[src/pfws_pkg.sv]
/*
 Shared constants and carrier types for the pump fault and warning supervisor.
 Assumes a 100 MHz system clock; sensor figures arrive already digitised.
*/
package pfws_pkg;

	localparam int unsigned CLK_HZ            = 100_000_000;
	localparam int unsigned TICK_MS           = 1;
	localparam int unsigned TICK_CYC          = CLK_HZ / 1000 * TICK_MS;
	localparam int unsigned PWR_LOSS_MS       = 2000;
	localparam int unsigned PWR_LOSS_TICKS    = PWR_LOSS_MS / TICK_MS;
	localparam int unsigned OVLD_MIN          = 15;
	localparam int unsigned OVLD_TICKS        = OVLD_MIN * 60 * 1000 / TICK_MS;
	localparam int unsigned CONTACT_MS        = 500;
	localparam int unsigned CONTACT_TICKS     = CONTACT_MS / TICK_MS;
	localparam int unsigned HOUR_TICKS        = 3600 * 1000 / TICK_MS;
	localparam int unsigned FLASH_ON_MS       = 200;
	localparam int unsigned FLASH_ON_TICKS    = FLASH_ON_MS / TICK_MS;
	localparam int unsigned FLASH_GAP_MS      = 1000;
	localparam int unsigned FLASH_GAP_TICKS   = FLASH_GAP_MS / TICK_MS;

	localparam logic [15:0] SUPPLY_MIN_DV     = 16'd430;
	localparam logic [15:0] SPEED_LAND_RPM    = 16'd20000;
	localparam logic [15:0] SPEED_OVER_RPM    = 16'd58500;
	localparam logic [15:0] SPEED_RATED_RPM   = 16'd45000;
	localparam logic [11:0] MOTOR_MAX_DC      = 12'd1100;
	localparam logic [11:0] CTRL_MAX_DC       = 12'd800;
	localparam logic [11:0] IMBAL_LIMIT       = 12'h200;
	localparam logic [7:0]  DAMAGE_LIMIT      = 8'd120;
	localparam logic [7:0]  DAMAGE_MAX        = 8'hFF;
	localparam logic [3:0]  DAMAGE_DIST_MAX   = 4'd15;
	localparam logic [7:0]  DAMAGE_LAND_PTS   = 8'd1;
	localparam logic [15:0] RUNTIME_STEP_H    = 16'd100;
	localparam logic [31:0] RUNTIME_MAX       = 32'hFFFF_FFFF;

	// flash pattern selector: 0 off, 1..3 bursts, 4 steady
	localparam logic [2:0]  PAT_OFF           = 3'd0;
	localparam logic [2:0]  PAT_STEADY        = 3'd4;

	typedef struct packed {
		logic [15:0] supply_dv;
		logic [15:0] speed_rpm;
		logic [11:0] motor_temp_dc;
		logic [11:0] ctrl_temp_dc;
		logic [11:0] imbalance;
		logic        bearing_ok;
		logic        contact;
		logic        accelerating_state;
		logic        braking_state;
	} pfws_sense_t;

	typedef struct packed {
		logic power_fail;
		logic overspeed;
		logic motor_overtemp;
		logic controller_overtemp_fault;
		logic driver_overload_fault;
		logic disturbance;
	} pfws_fault_t;

	typedef struct packed {
		logic damage_limit;
		logic runtime_over;
		logic imbalance;
	} pfws_warn_t;

endpackage : pfws_pkg

[src/pfws_flash.sv]
/*
 Burst flasher: shows a number of pulses then a gap, or a steady level.
 Assumes tick is a one-cycle pulse from the shared prescaler.
*/
`timescale 1ns/1ps
module pfws_flash
	import pfws_pkg::*;
(
	// clock and reset
	input  wire logic       clk,
	input  wire logic       arst_n,
	// timing and pattern
	input  wire logic       tick,
	input  wire logic [2:0] pattern,
	// lamp
	output logic            lamp
);
	import pfws_pkg::*;

	logic [15:0] phase_reg;
	logic [2:0]  count_reg;
	logic        on_reg;

	always_ff @(posedge clk or negedge arst_n)
	begin
		if (!arst_n)
		begin
			phase_reg <= 16'h0000;
			count_reg <= 3'd0;
			on_reg    <= 1'b0;
		end
		else if (pattern == PAT_OFF || pattern == PAT_STEADY)
		begin
			phase_reg <= 16'h0000;
			count_reg <= 3'd0;
			on_reg    <= 1'b0;
		end
		else if (tick)
		begin
			phase_reg <= phase_reg + 16'h0001;
			if (on_reg && phase_reg >= 16'(FLASH_ON_TICKS - 1))
			begin
				on_reg    <= 1'b0;
				phase_reg <= 16'h0000;
				count_reg <= count_reg + 3'd1;
			end
			else if (!on_reg && count_reg < pattern && phase_reg >= 16'(FLASH_ON_TICKS - 1))
			begin
				on_reg    <= 1'b1;
				phase_reg <= 16'h0000;
			end
			// long gap after the burst lets the eye count the pulses
			else if (!on_reg && count_reg >= pattern && phase_reg >= 16'(FLASH_GAP_TICKS - 1))
			begin
				count_reg <= 3'd0;
				phase_reg <= 16'h0000;
			end
		end
	end

	always_ff @(posedge clk or negedge arst_n)
	begin
		if (!arst_n)
			lamp <= 1'b0;
		else
			lamp <= (pattern == PAT_STEADY) | on_reg;
	end

endmodule : pfws_flash

[src/pfws_supervisor.sv]
/*
 Pump fault and warning supervisor: power-loss handling, fault latching,
 deceleration order, lamps, remote contacts and maintenance warnings.
 Assumes sensor words and host strobes are synchronous to clk.
*/
// Behaviour
// - supply below 43 V is a candidate power loss
// - loss over 2 s at high speed flags power failure and decelerates
// - loss shorter than 2 s at high speed changes nothing
// - loss at low speed: power lamp off, power-good open, failure contact idle
// - after flagged failure, landing near 20,000 rpm turns all lamps off
// - supply recovery clears power failure flag, deceleration continues
// - start after recovery re-accelerates even while braking
// - vibration on recovery after landing blocks start until fault reset
// - bearing malfunction stops rotor, lights failure lamp, asserts output
// - persistent backup contact decelerates, flashes lamp, asserts output
// - fifteen minutes accelerating raises driver overload and stops
// - motor above 110 C raises overheat fault and stops
// - controller above 80 C raises overheat fault and stops
// - speed above 58,500 rpm raises overspeed, steady lamp, stops
// - warnings flash orange three, two or one; highest shown only
// - any warning asserts a separate remote warning output
// - fault reset leaves warnings; only warning configuration clears
// - warnings never inhibit starting or running
// - damage score reaching 120 raises damage limit warning
// - disturbance adds up to 15 by speed; landing adds 1
// - running hours reaching configured limit raises run-time warning
// - imbalance above fixed threshold raises imbalance warning
// - failure lamp shows highest-priority fault pattern
// - run-time limit in 100-hour steps; zero disables
`timescale 1ns/1ps
module pfws_supervisor
	import pfws_pkg::*;
#(
	parameter int unsigned TICK_CYCLES = TICK_CYC,
	parameter int unsigned LOSS_TICKS  = PWR_LOSS_TICKS,
	parameter int unsigned OVLD_LIMIT  = OVLD_TICKS,
	parameter int unsigned CONT_TICKS  = CONTACT_TICKS,
	parameter int unsigned HOUR_LEN    = HOUR_TICKS
)
(
	// clock and reset
	input  wire logic        clk,
	input  wire logic        arst_n,
	// sensing
	input  pfws_pkg::pfws_sense_t sense,
	// host commands, one-cycle strobes
	input  wire logic        start_req,
	input  wire logic        fault_reset_req,
	// warning configuration
	input  wire logic [2:0]  warn_enable,
	input  wire logic        warn_clear,
	input  wire logic [15:0] runtime_limit_steps,
	// drive orders
	output logic             decel_cmd,
	output logic             accel_cmd,
	// lamps
	output logic             power_lamp,
	output logic             failure_lamp_red,
	output logic             failure_lamp_orange,
	// remote_io_connector contacts
	output logic             power_good_closed,
	output logic             failure_no_closed,
	output logic             failure_nc_closed,
	output logic             warning_out,
	// status for the serial host
	output pfws_pkg::pfws_fault_t faults,
	output pfws_pkg::pfws_warn_t  warnings,
	output logic [7:0]       damage_score,
	output logic [31:0]      run_hours
);
	import pfws_pkg::*;

	typedef enum logic [1:0] {PFWS_STOPPED, PFWS_RUNNING, PFWS_DECEL, PFWS_LOCKED} pfws_state_t;

	pfws_state_t state_reg;
	logic [31:0] pre_reg;
	logic        tick;
	logic [31:0] loss_cnt_reg;
	logic [31:0] ovld_cnt_reg;
	logic [31:0] cont_cnt_reg;
	logic [31:0] hour_cnt_reg;
	logic        loss_hi_reg;
	logic        loss_lo_reg;
	logic        landed_reg;
	logic        contact_q_reg;
	logic        supply_low;
	logic        high_speed;
	logic        any_fault;
	logic [2:0]  red_pat;
	logic [2:0]  orange_pat;
	logic [7:0]  dist_pts;
	logic [8:0]  damage_sum;
	logic [31:0] limit_hours;
	logic        dist_event;
	logic        land_event;
	logic        lamps_dark;
	logic        fault_cause;

	assign supply_low = sense.supply_dv < SUPPLY_MIN_DV;
	assign high_speed = sense.speed_rpm >= SPEED_LAND_RPM;

	// prescaler
	always_ff @(posedge clk or negedge arst_n)
	begin
		if (!arst_n)
			pre_reg <= 32'h0000_0000;
		else if (pre_reg >= TICK_CYCLES - 1)
			pre_reg <= 32'h0000_0000;
		else
			pre_reg <= pre_reg + 32'h0000_0001;
	end
	assign tick = (pre_reg >= TICK_CYCLES - 1);

	// supply-loss timer; the speed is sampled when the loss starts
	always_ff @(posedge clk or negedge arst_n)
	begin
		if (!arst_n)
		begin
			loss_cnt_reg <= 32'h0000_0000;
			loss_lo_reg  <= 1'b0;
		end
		else if (!supply_low)
		begin
			loss_cnt_reg <= 32'h0000_0000;
			loss_lo_reg  <= 1'b0;
		end
		else
		begin
			if (loss_cnt_reg == 32'h0000_0000 && !high_speed)
				loss_lo_reg <= 1'b1;
			if (tick && loss_cnt_reg < LOSS_TICKS)
				loss_cnt_reg <= loss_cnt_reg + 32'h0000_0001;
		end
	end

	always_ff @(posedge clk or negedge arst_n)
	begin
		if (!arst_n)
			loss_hi_reg <= 1'b0;
		else if (!supply_low)
			loss_hi_reg <= 1'b0;
		else if (!loss_lo_reg && loss_cnt_reg >= LOSS_TICKS)
			loss_hi_reg <= 1'b1;
	end

	// landing on the backup bearing after a flagged failure
	always_ff @(posedge clk or negedge arst_n)
	begin
		if (!arst_n)
			landed_reg <= 1'b0;
		else if (loss_hi_reg && !high_speed)
			landed_reg <= 1'b1;
		else if (!supply_low)
			landed_reg <= 1'b0;
	end
	assign land_event = loss_hi_reg && !high_speed && !landed_reg;
	assign lamps_dark = landed_reg && supply_low;

	// backup contact persistence
	always_ff @(posedge clk or negedge arst_n)
	begin
		if (!arst_n)
			cont_cnt_reg <= 32'h0000_0000;
		else if (!sense.contact)
			cont_cnt_reg <= 32'h0000_0000;
		else if (tick && cont_cnt_reg < CONT_TICKS)
			cont_cnt_reg <= cont_cnt_reg + 32'h0000_0001;
	end

	// accelerating time
	always_ff @(posedge clk or negedge arst_n)
	begin
		if (!arst_n)
			ovld_cnt_reg <= 32'h0000_0000;
		else if (state_reg != PFWS_RUNNING || !sense.accelerating_state
			|| sense.speed_rpm >= SPEED_RATED_RPM)
			ovld_cnt_reg <= 32'h0000_0000;
		else if (tick && ovld_cnt_reg < OVLD_LIMIT)
			ovld_cnt_reg <= ovld_cnt_reg + 32'h0000_0001;
	end

	// latched faults, except power_fail which follows the loss; a new event wins over a reset in the same cycle
	// a bearing malfunction is a disturbance too and scores like a persistent contact
	assign dist_event = (!sense.bearing_ok || cont_cnt_reg >= CONT_TICKS)
		&& !faults.disturbance;
	// causes as they stand now, so one reset releases the lock once they are gone
	assign fault_cause = sense.speed_rpm > SPEED_OVER_RPM || sense.motor_temp_dc > MOTOR_MAX_DC
		|| sense.ctrl_temp_dc > CTRL_MAX_DC || ovld_cnt_reg >= OVLD_LIMIT
		|| !sense.bearing_ok || cont_cnt_reg >= CONT_TICKS;
	always_ff @(posedge clk or negedge arst_n)
	begin
		if (!arst_n)
			faults <= '0;
		else
		begin
			faults.power_fail <= loss_hi_reg;
			if (sense.speed_rpm > SPEED_OVER_RPM)
				faults.overspeed <= 1'b1;
			else if (fault_reset_req)
				faults.overspeed <= 1'b0;
			if (sense.motor_temp_dc > MOTOR_MAX_DC)
				faults.motor_overtemp <= 1'b1;
			else if (fault_reset_req)
				faults.motor_overtemp <= 1'b0;
			if (sense.ctrl_temp_dc > CTRL_MAX_DC)
				faults.controller_overtemp_fault <= 1'b1;
			else if (fault_reset_req)
				faults.controller_overtemp_fault <= 1'b0;
			if (ovld_cnt_reg >= OVLD_LIMIT)
				faults.driver_overload_fault <= 1'b1;
			else if (fault_reset_req)
				faults.driver_overload_fault <= 1'b0;
			if (!sense.bearing_ok || cont_cnt_reg >= CONT_TICKS)
				faults.disturbance <= 1'b1;
			else if (fault_reset_req)
				faults.disturbance <= 1'b0;
		end
	end
	assign any_fault = faults.overspeed | faults.motor_overtemp | faults.controller_overtemp_fault
		| faults.driver_overload_fault | faults.disturbance;

	// run state
	always_ff @(posedge clk or negedge arst_n)
	begin
		if (!arst_n)
			state_reg <= PFWS_STOPPED;
		else
		begin
			unique case (state_reg)
				PFWS_STOPPED, PFWS_DECEL:
					// warnings are not consulted here
					if (any_fault)
						state_reg <= PFWS_LOCKED;
					else if (start_req && !supply_low)
						state_reg <= PFWS_RUNNING;
					else if (state_reg == PFWS_DECEL && sense.speed_rpm == 16'h0000)
						state_reg <= PFWS_STOPPED;
				PFWS_RUNNING:
					if (any_fault)
						state_reg <= PFWS_LOCKED;
					else if (loss_hi_reg || loss_lo_reg)
						state_reg <= PFWS_DECEL;
				PFWS_LOCKED:
					// only a reset with every fault gone releases the lock
					if (fault_reset_req && !fault_cause)
						state_reg <= PFWS_STOPPED;
			endcase
		end
	end

	always_ff @(posedge clk or negedge arst_n)
	begin
		if (!arst_n)
		begin
			decel_cmd <= 1'b0;
			accel_cmd <= 1'b0;
		end
		else
		begin
			decel_cmd <= (state_reg == PFWS_DECEL) || (state_reg == PFWS_LOCKED);
			accel_cmd <= (state_reg == PFWS_RUNNING);
		end
	end

	// damage score, saturating
	always_comb
	begin
		dist_pts = {4'h0, sense.speed_rpm[15:12]};
		if (dist_pts > {4'h0, DAMAGE_DIST_MAX})
			dist_pts = {4'h0, DAMAGE_DIST_MAX};
		if (dist_pts == 8'h00)
			dist_pts = 8'h01;
	end

	assign damage_sum = {1'b0, damage_score}
		+ (dist_event ? {1'b0, dist_pts} : 9'h000)
		+ (land_event ? {1'b0, DAMAGE_LAND_PTS} : 9'h000);

	always_ff @(posedge clk or negedge arst_n)
	begin
		if (!arst_n)
			damage_score <= 8'h00;
		else if (damage_sum > {1'b0, DAMAGE_MAX})
			damage_score <= DAMAGE_MAX;
		else
			damage_score <= damage_sum[7:0];
	end

	// running hours, saturating
	always_ff @(posedge clk or negedge arst_n)
	begin
		if (!arst_n)
		begin
			hour_cnt_reg <= 32'h0000_0000;
			run_hours    <= 32'h0000_0000;
		end
		else if (tick && state_reg == PFWS_RUNNING)
		begin
			if (hour_cnt_reg >= HOUR_LEN - 1)
			begin
				hour_cnt_reg <= 32'h0000_0000;
				if (run_hours != RUNTIME_MAX)
					run_hours <= run_hours + 32'h0000_0001;
			end
			else
				hour_cnt_reg <= hour_cnt_reg + 32'h0000_0001;
		end
	end

	assign limit_hours = 32'(runtime_limit_steps) * 32'(RUNTIME_STEP_H);

	// warnings: set wins over clear; fault reset does not touch them
	always_ff @(posedge clk or negedge arst_n)
	begin
		if (!arst_n)
			warnings <= '0;
		else
		begin
			if (warn_enable[2] && damage_score >= DAMAGE_LIMIT)
				warnings.damage_limit <= 1'b1;
			else if (warn_clear || !warn_enable[2])
				warnings.damage_limit <= 1'b0;
			if (warn_enable[1] && limit_hours != 32'h0000_0000 && run_hours >= limit_hours)
				warnings.runtime_over <= 1'b1;
			else if (warn_clear || !warn_enable[1] || limit_hours == 32'h0000_0000)
				warnings.runtime_over <= 1'b0;
			if (warn_enable[0] && sense.imbalance > IMBAL_LIMIT)
				warnings.imbalance <= 1'b1;
			else if (warn_clear || !warn_enable[0])
				warnings.imbalance <= 1'b0;
		end
	end

	// indication priorities
	always_comb
	begin
		if (lamps_dark)
			red_pat = PAT_OFF;
		else if (faults.power_fail || faults.overspeed)
			red_pat = PAT_STEADY;
		else if (faults.motor_overtemp || faults.controller_overtemp_fault)
			red_pat = 3'd3;
		else if (faults.driver_overload_fault)
			red_pat = 3'd2;
		else if (faults.disturbance)
			red_pat = 3'd1;
		else
			red_pat = PAT_OFF;
	end

	always_comb
	begin
		// a red failure indication takes the lamp over
		if (red_pat != PAT_OFF || lamps_dark)
			orange_pat = PAT_OFF;
		else if (warnings.damage_limit)
			orange_pat = 3'd3;
		else if (warnings.runtime_over)
			orange_pat = 3'd2;
		else if (warnings.imbalance)
			orange_pat = 3'd1;
		else
			orange_pat = PAT_OFF;
	end

	pfws_flash u_red
	(
		.clk    (clk),
		.arst_n (arst_n),
		.tick   (tick),
		.pattern(red_pat),
		.lamp   (failure_lamp_red)
	);

	pfws_flash u_orange
	(
		.clk    (clk),
		.arst_n (arst_n),
		.tick   (tick),
		.pattern(orange_pat),
		.lamp   (failure_lamp_orange)
	);

	// power lamp and remote contacts
	always_ff @(posedge clk or negedge arst_n)
	begin
		if (!arst_n)
		begin
			power_lamp        <= 1'b0;
			power_good_closed <= 1'b0;
			failure_no_closed <= 1'b0;
			failure_nc_closed <= 1'b1;
			warning_out       <= 1'b0;
		end
		else
		begin
			// short losses at high speed keep everything as it was
			if (!supply_low)
			begin
				power_lamp        <= 1'b1;
				power_good_closed <= 1'b1;
			end
			else if (loss_hi_reg || loss_lo_reg)
			begin
				power_lamp        <= 1'b0;
				power_good_closed <= 1'b0;
			end
			failure_no_closed <= loss_hi_reg | any_fault;
			failure_nc_closed <= !(loss_hi_reg | any_fault);
			warning_out       <= |warnings;
		end
	end

endmodule : pfws_supervisor

[config.mk]
export PLATFORM = sky130hd
export DESIGN_NAME = pfws_supervisor
export DESIGN_NICKNAME = d
export VERILOG_FILES = /design/src/pfws_pkg.sv /design/src/pfws_flash.sv /design/src/pfws_supervisor.sv
export SDC_FILE = /design/constraint.sdc
export NUM_CORES = 1
export LEC_CHECK = 0
export BUFFER_PORTS_ARGS = -buffer_cell sky130_fd_sc_hd__buf_2
export CORE_UTILIZATION = 40
export CTS_CLUSTER_SIZE = 16
export DETAILED_ROUTE_END_ITERATION = 16
export SYNTH_ARGS = -nofsm -noshare
export SYNTH_HDL_FRONTEND = slang
export SYNTH_SLANG_ARGS = --single-unit
[constraint.sdc]
create_clock -name clk -period 4.8 [get_ports clk]
set_input_delay 0.48 -clock clk [delete_from_list [all_inputs] [get_ports clk]]
set_output_delay 0.48 -clock clk [all_outputs]
set_load 0.01 [all_outputs]
==> impl_metrics.env <==
export IMPL_clkPwrFrac_pct=38.8
export IMPL_synthArstFlopShare_pct=100.0
export IMPL_antenna_found_initial=2
export IMPL_finalSetupViolCount=0
export IMPL_synth_seq_cells=262
export IMPL_rr_worst_depth=14
export IMPL_clock_latency_ps=550
export IMPL_crit_arrival_ps=4860
export IMPL_post_cts_buffers=0
export IMPL_cts_clk_slew_worst_paths_ps=60
export IMPL_fill_cells=3258
export IMPL_crit_fanout=6
export IMPL_place_hpwl_mm=23.88
export IMPL_dp_cells=2058
export IMPL_core_region_area_sq_mm=0.03480
export IMPL_drc_errors=0
export IMPL_start_kind="primary input"
export IMPL_synth_edf_count=0
export IMPL_stdcell_count=2111
export IMPL_synth_area_sq_mm=0.01423
export IMPL_fp_dieW_microns=190.6
export IMPL_register_area_sq_mm=0.006558
export IMPL_r2r_setup_slack_ps=1120
export IMPL_routed_via_count=11110
export IMPL_drtAntennaViolNets=0
export IMPL_numPortBuffers=151
export IMPL_rsz0062_at_grt="false"
export IMPL_dieArea_sq_mm=0.03633
export IMPL_design_final_nets=1840
export IMPL_finalMaxSlewViolations=0
export IMPL_fin_crit_sh_pct=92.70
export IMPL_cts_resized=0
export IMPL_seq_power_share_pct=42.6
export IMPL_gr_total_overflow=0
export IMPL_max_slew_worst_pin_slew_ps=1024
export IMPL_pre_cts_slack_ps=-218.8
export IMPL_cts_buffer_depth=3
export IMPL_synthFlopType="dfrtp_1"
export IMPL_worstHoldPathType="primary input to asynchronous set/reset pin"
export IMPL_grt_pass1_vias=10780
export IMPL_drt_vias_per_instance=5.263
export IMPL_fin_setup_tns_ps=0
export IMPL_wl_per_cell_microns=15.38
export IMPL_final_hold_viol_count=0
export IMPL_layout_common_cells="dfrtp_1 (261), nor2_1 (169), buf_2 (150), ha_1 (96), nand2_1 (92)"
export IMPL_cp_required_ps=5210
export IMPL_synth_seq_area_share_pct=46.09
export IMPL_multi_input_area_sq_mm=0.007383
export IMPL_avgSynthCellArea_sq_um=9.880
export IMPL_cts_root_buf="clkbuf_16"
export IMPL_dieHeight_microns=190.6
export IMPL_timing_worst_setup_path_type="primary input to flip-flop"
export IMPL_pwr_share_comb_pct=18.6
export IMPL_drive_gt1_share_pct=15.58
export IMPL_fmax_mhz=224.7
export IMPL_grt_first_pass_wirelength_mm=54.23
export IMPL_cellPowerDensity_mw_per_mm2=341.5
export IMPL_fin_ws_ps=350.4
export IMPL_fin_worst_skew_ps=9.031
export IMPL_syn_inst=1440
export IMPL_status="finished, final reports clean"
export IMPL_synthesis_yosys_warnings=0
export IMPL_max_cap_violations=0
export IMPL_num_rows=68
export IMPL_first_iter_violations=556
export IMPL_grt_usage_pct=18.21
export IMPL_drt_wl_total_mm=32.47
export IMPL_ios=154
export IMPL_power_leakage_uw=0.008012
export IMPL_cts_inserted_buffers=30
export IMPL_antennaDiodeCount=0
export IMPL_cts_tree="built"
export IMPL_internal_power_uw=4057
export IMPL_grt_max_degree=132
export IMPL_gp_congestion=0.8276
export IMPL_first_pass_iters=4
export IMPL_initial_core_util_pct=40.89
export IMPL_p_switching_uw=1631
export IMPL_cts_num_sinks=262
export IMPL_synth_cell_types=81
export IMPL_period_minus_slack_ps=4450
export IMPL_swShare_pct=28.68
export IMPL_syn_to_final_growth_pct=17.08
export IMPL_ir_drop_uv=275.2
export IMPL_worstSetupEndpointType="flip-flop"
export IMPL_final_common_cell="dfrtp_1"
export IMPL_relSlewSlack_pct=31.71
export IMPL_htreeDepth=1
export IMPL_ctsHoldBuffers=0
final cells by class:
| type | instances | area share [%] |
|---|---|---|
| Sequential cell | 262 | 39.37 |
| Multi-Input combinational cell | 1105 | 44.33 |
| Timing Repair Buffer | 176 | 5.799 |
| Clock inverter | 19 | 0.9540 |
| Clock buffer | 34 | 4.785 |
| Tap cell | 455 | 3.418 |
| Inverter | 60 | 1.352 |
metrics by stage:
step,power (uW),area [sq um],hold slack [ps],util [%]
after global placement,3502,15700,455.9,45.12
after global routing,5996,16660,80.69,47.87
after CTS,5768,16660,90.93,47.87
final,5689,16660,22.85,47.87
after floorplan,3099,14280,184.4,-
after detailed placement,3528,15700,462.1,45.12
Yosys cell counts, types with 13 or more instances:
library cell  number  area share [%]
nand3_1           83             2.9
clkbuf_1          17            0.45
a31oi_1           20            0.88
nor3_1            32             1.1
xnor2_1           55             3.4
and3_1            44             1.9
nand2_1           92             2.4
nand4_1           25             1.1
xor2_1            54             3.3
nor2_1           169             4.5
inv_1             60             1.6
a21oi_1           47             1.7
nor2b_1           21            0.92
ha_1              96             8.4
o21ai_0           72             2.5
and2_1            57             2.5
dfrtp_1          261              46
fa_1              13             1.8
o31ai_1           17            0.90
nor4_1            35             1.5
path summary, 6_finish.rpt:
path,from,to
worst max-delay path,runtime_limit_steps[4],warnings[1]
worst min-delay path,arst_n,u_orange.phase_reg[7]
worst max register to register,cont_cnt_reg[18],damage_score[2]
worst min register to register,loss_hi_reg,faults[5]
max in group asynchronous,arst_n,hour_cnt_reg[5]
min in group clk,warn_enable[2],warnings[2]
layer usage:
| layer | part of all wire [%] | up-vias | global-route usage [%] |
|---|---|---|---|
| met5 | 0.068 | - | 0 |
| met4 | 1.7 | 4 | 3.538 |
| met3 | 5.4 | 43 | 4.104 |
| met2 | 46 | 162 | 29.34 |
| met1 | 47 | 5394 | 25.09 |
| li1 | - | 5507 | - |
critical path, stage by stage:
cell	delay (ps)
buf_2	120
ha_1	290
ha_1	320
fa_1	460
ha_1	380
nand3_1	90
o2111a_1	260
o21ai_0	230
a21oi_1	160
o21bai_1	180
xnor2_1	110
ha_1	210
or4_1	440
a211o_1	300
a41oi_1	160
a211oi_1	80
o41a_1	360
o21ai_0	160
a41oi_1	60
power by group through the flow:
| stage | registers, uW | clock network [uW] | logic, uW |
|---|---|---|---|
| 2_1_floorplan | 2460 | 0 | 641 |
| 3_3_place_gp | 2460 | 0 | 1050 |
| 3_5_place_dp | 2460 | 0 | 1070 |
| 4_1_cts | 2420 | 2270 | 1070 |
| 5_1_grt | 2440 | 2350 | 1210 |
| 6_report | 2420 | 2210 | 1060 |
logic make-up (layout without fill, tap and decap cells):
kind of cell | Yosys count | in the layout | share of synthesized area (%)
buffers and inverters | 87 | 289 | 2.427
multiplexers | 2 | 2 | 0.1407
AO/OA/AOI/OAI | 247 | 247 | 11.48
XOR/XNOR | 109 | 109 | 6.710
AND/OR/NAND/NOR | 623 | 623 | 22.86
flip-flops | 262 | 262 | 46.09
adder cells (fa/ha/maj) | 109 | 109 | 10.27
other | 1 | 15 | 0.02636
Power figures use the tool's default switching activity.
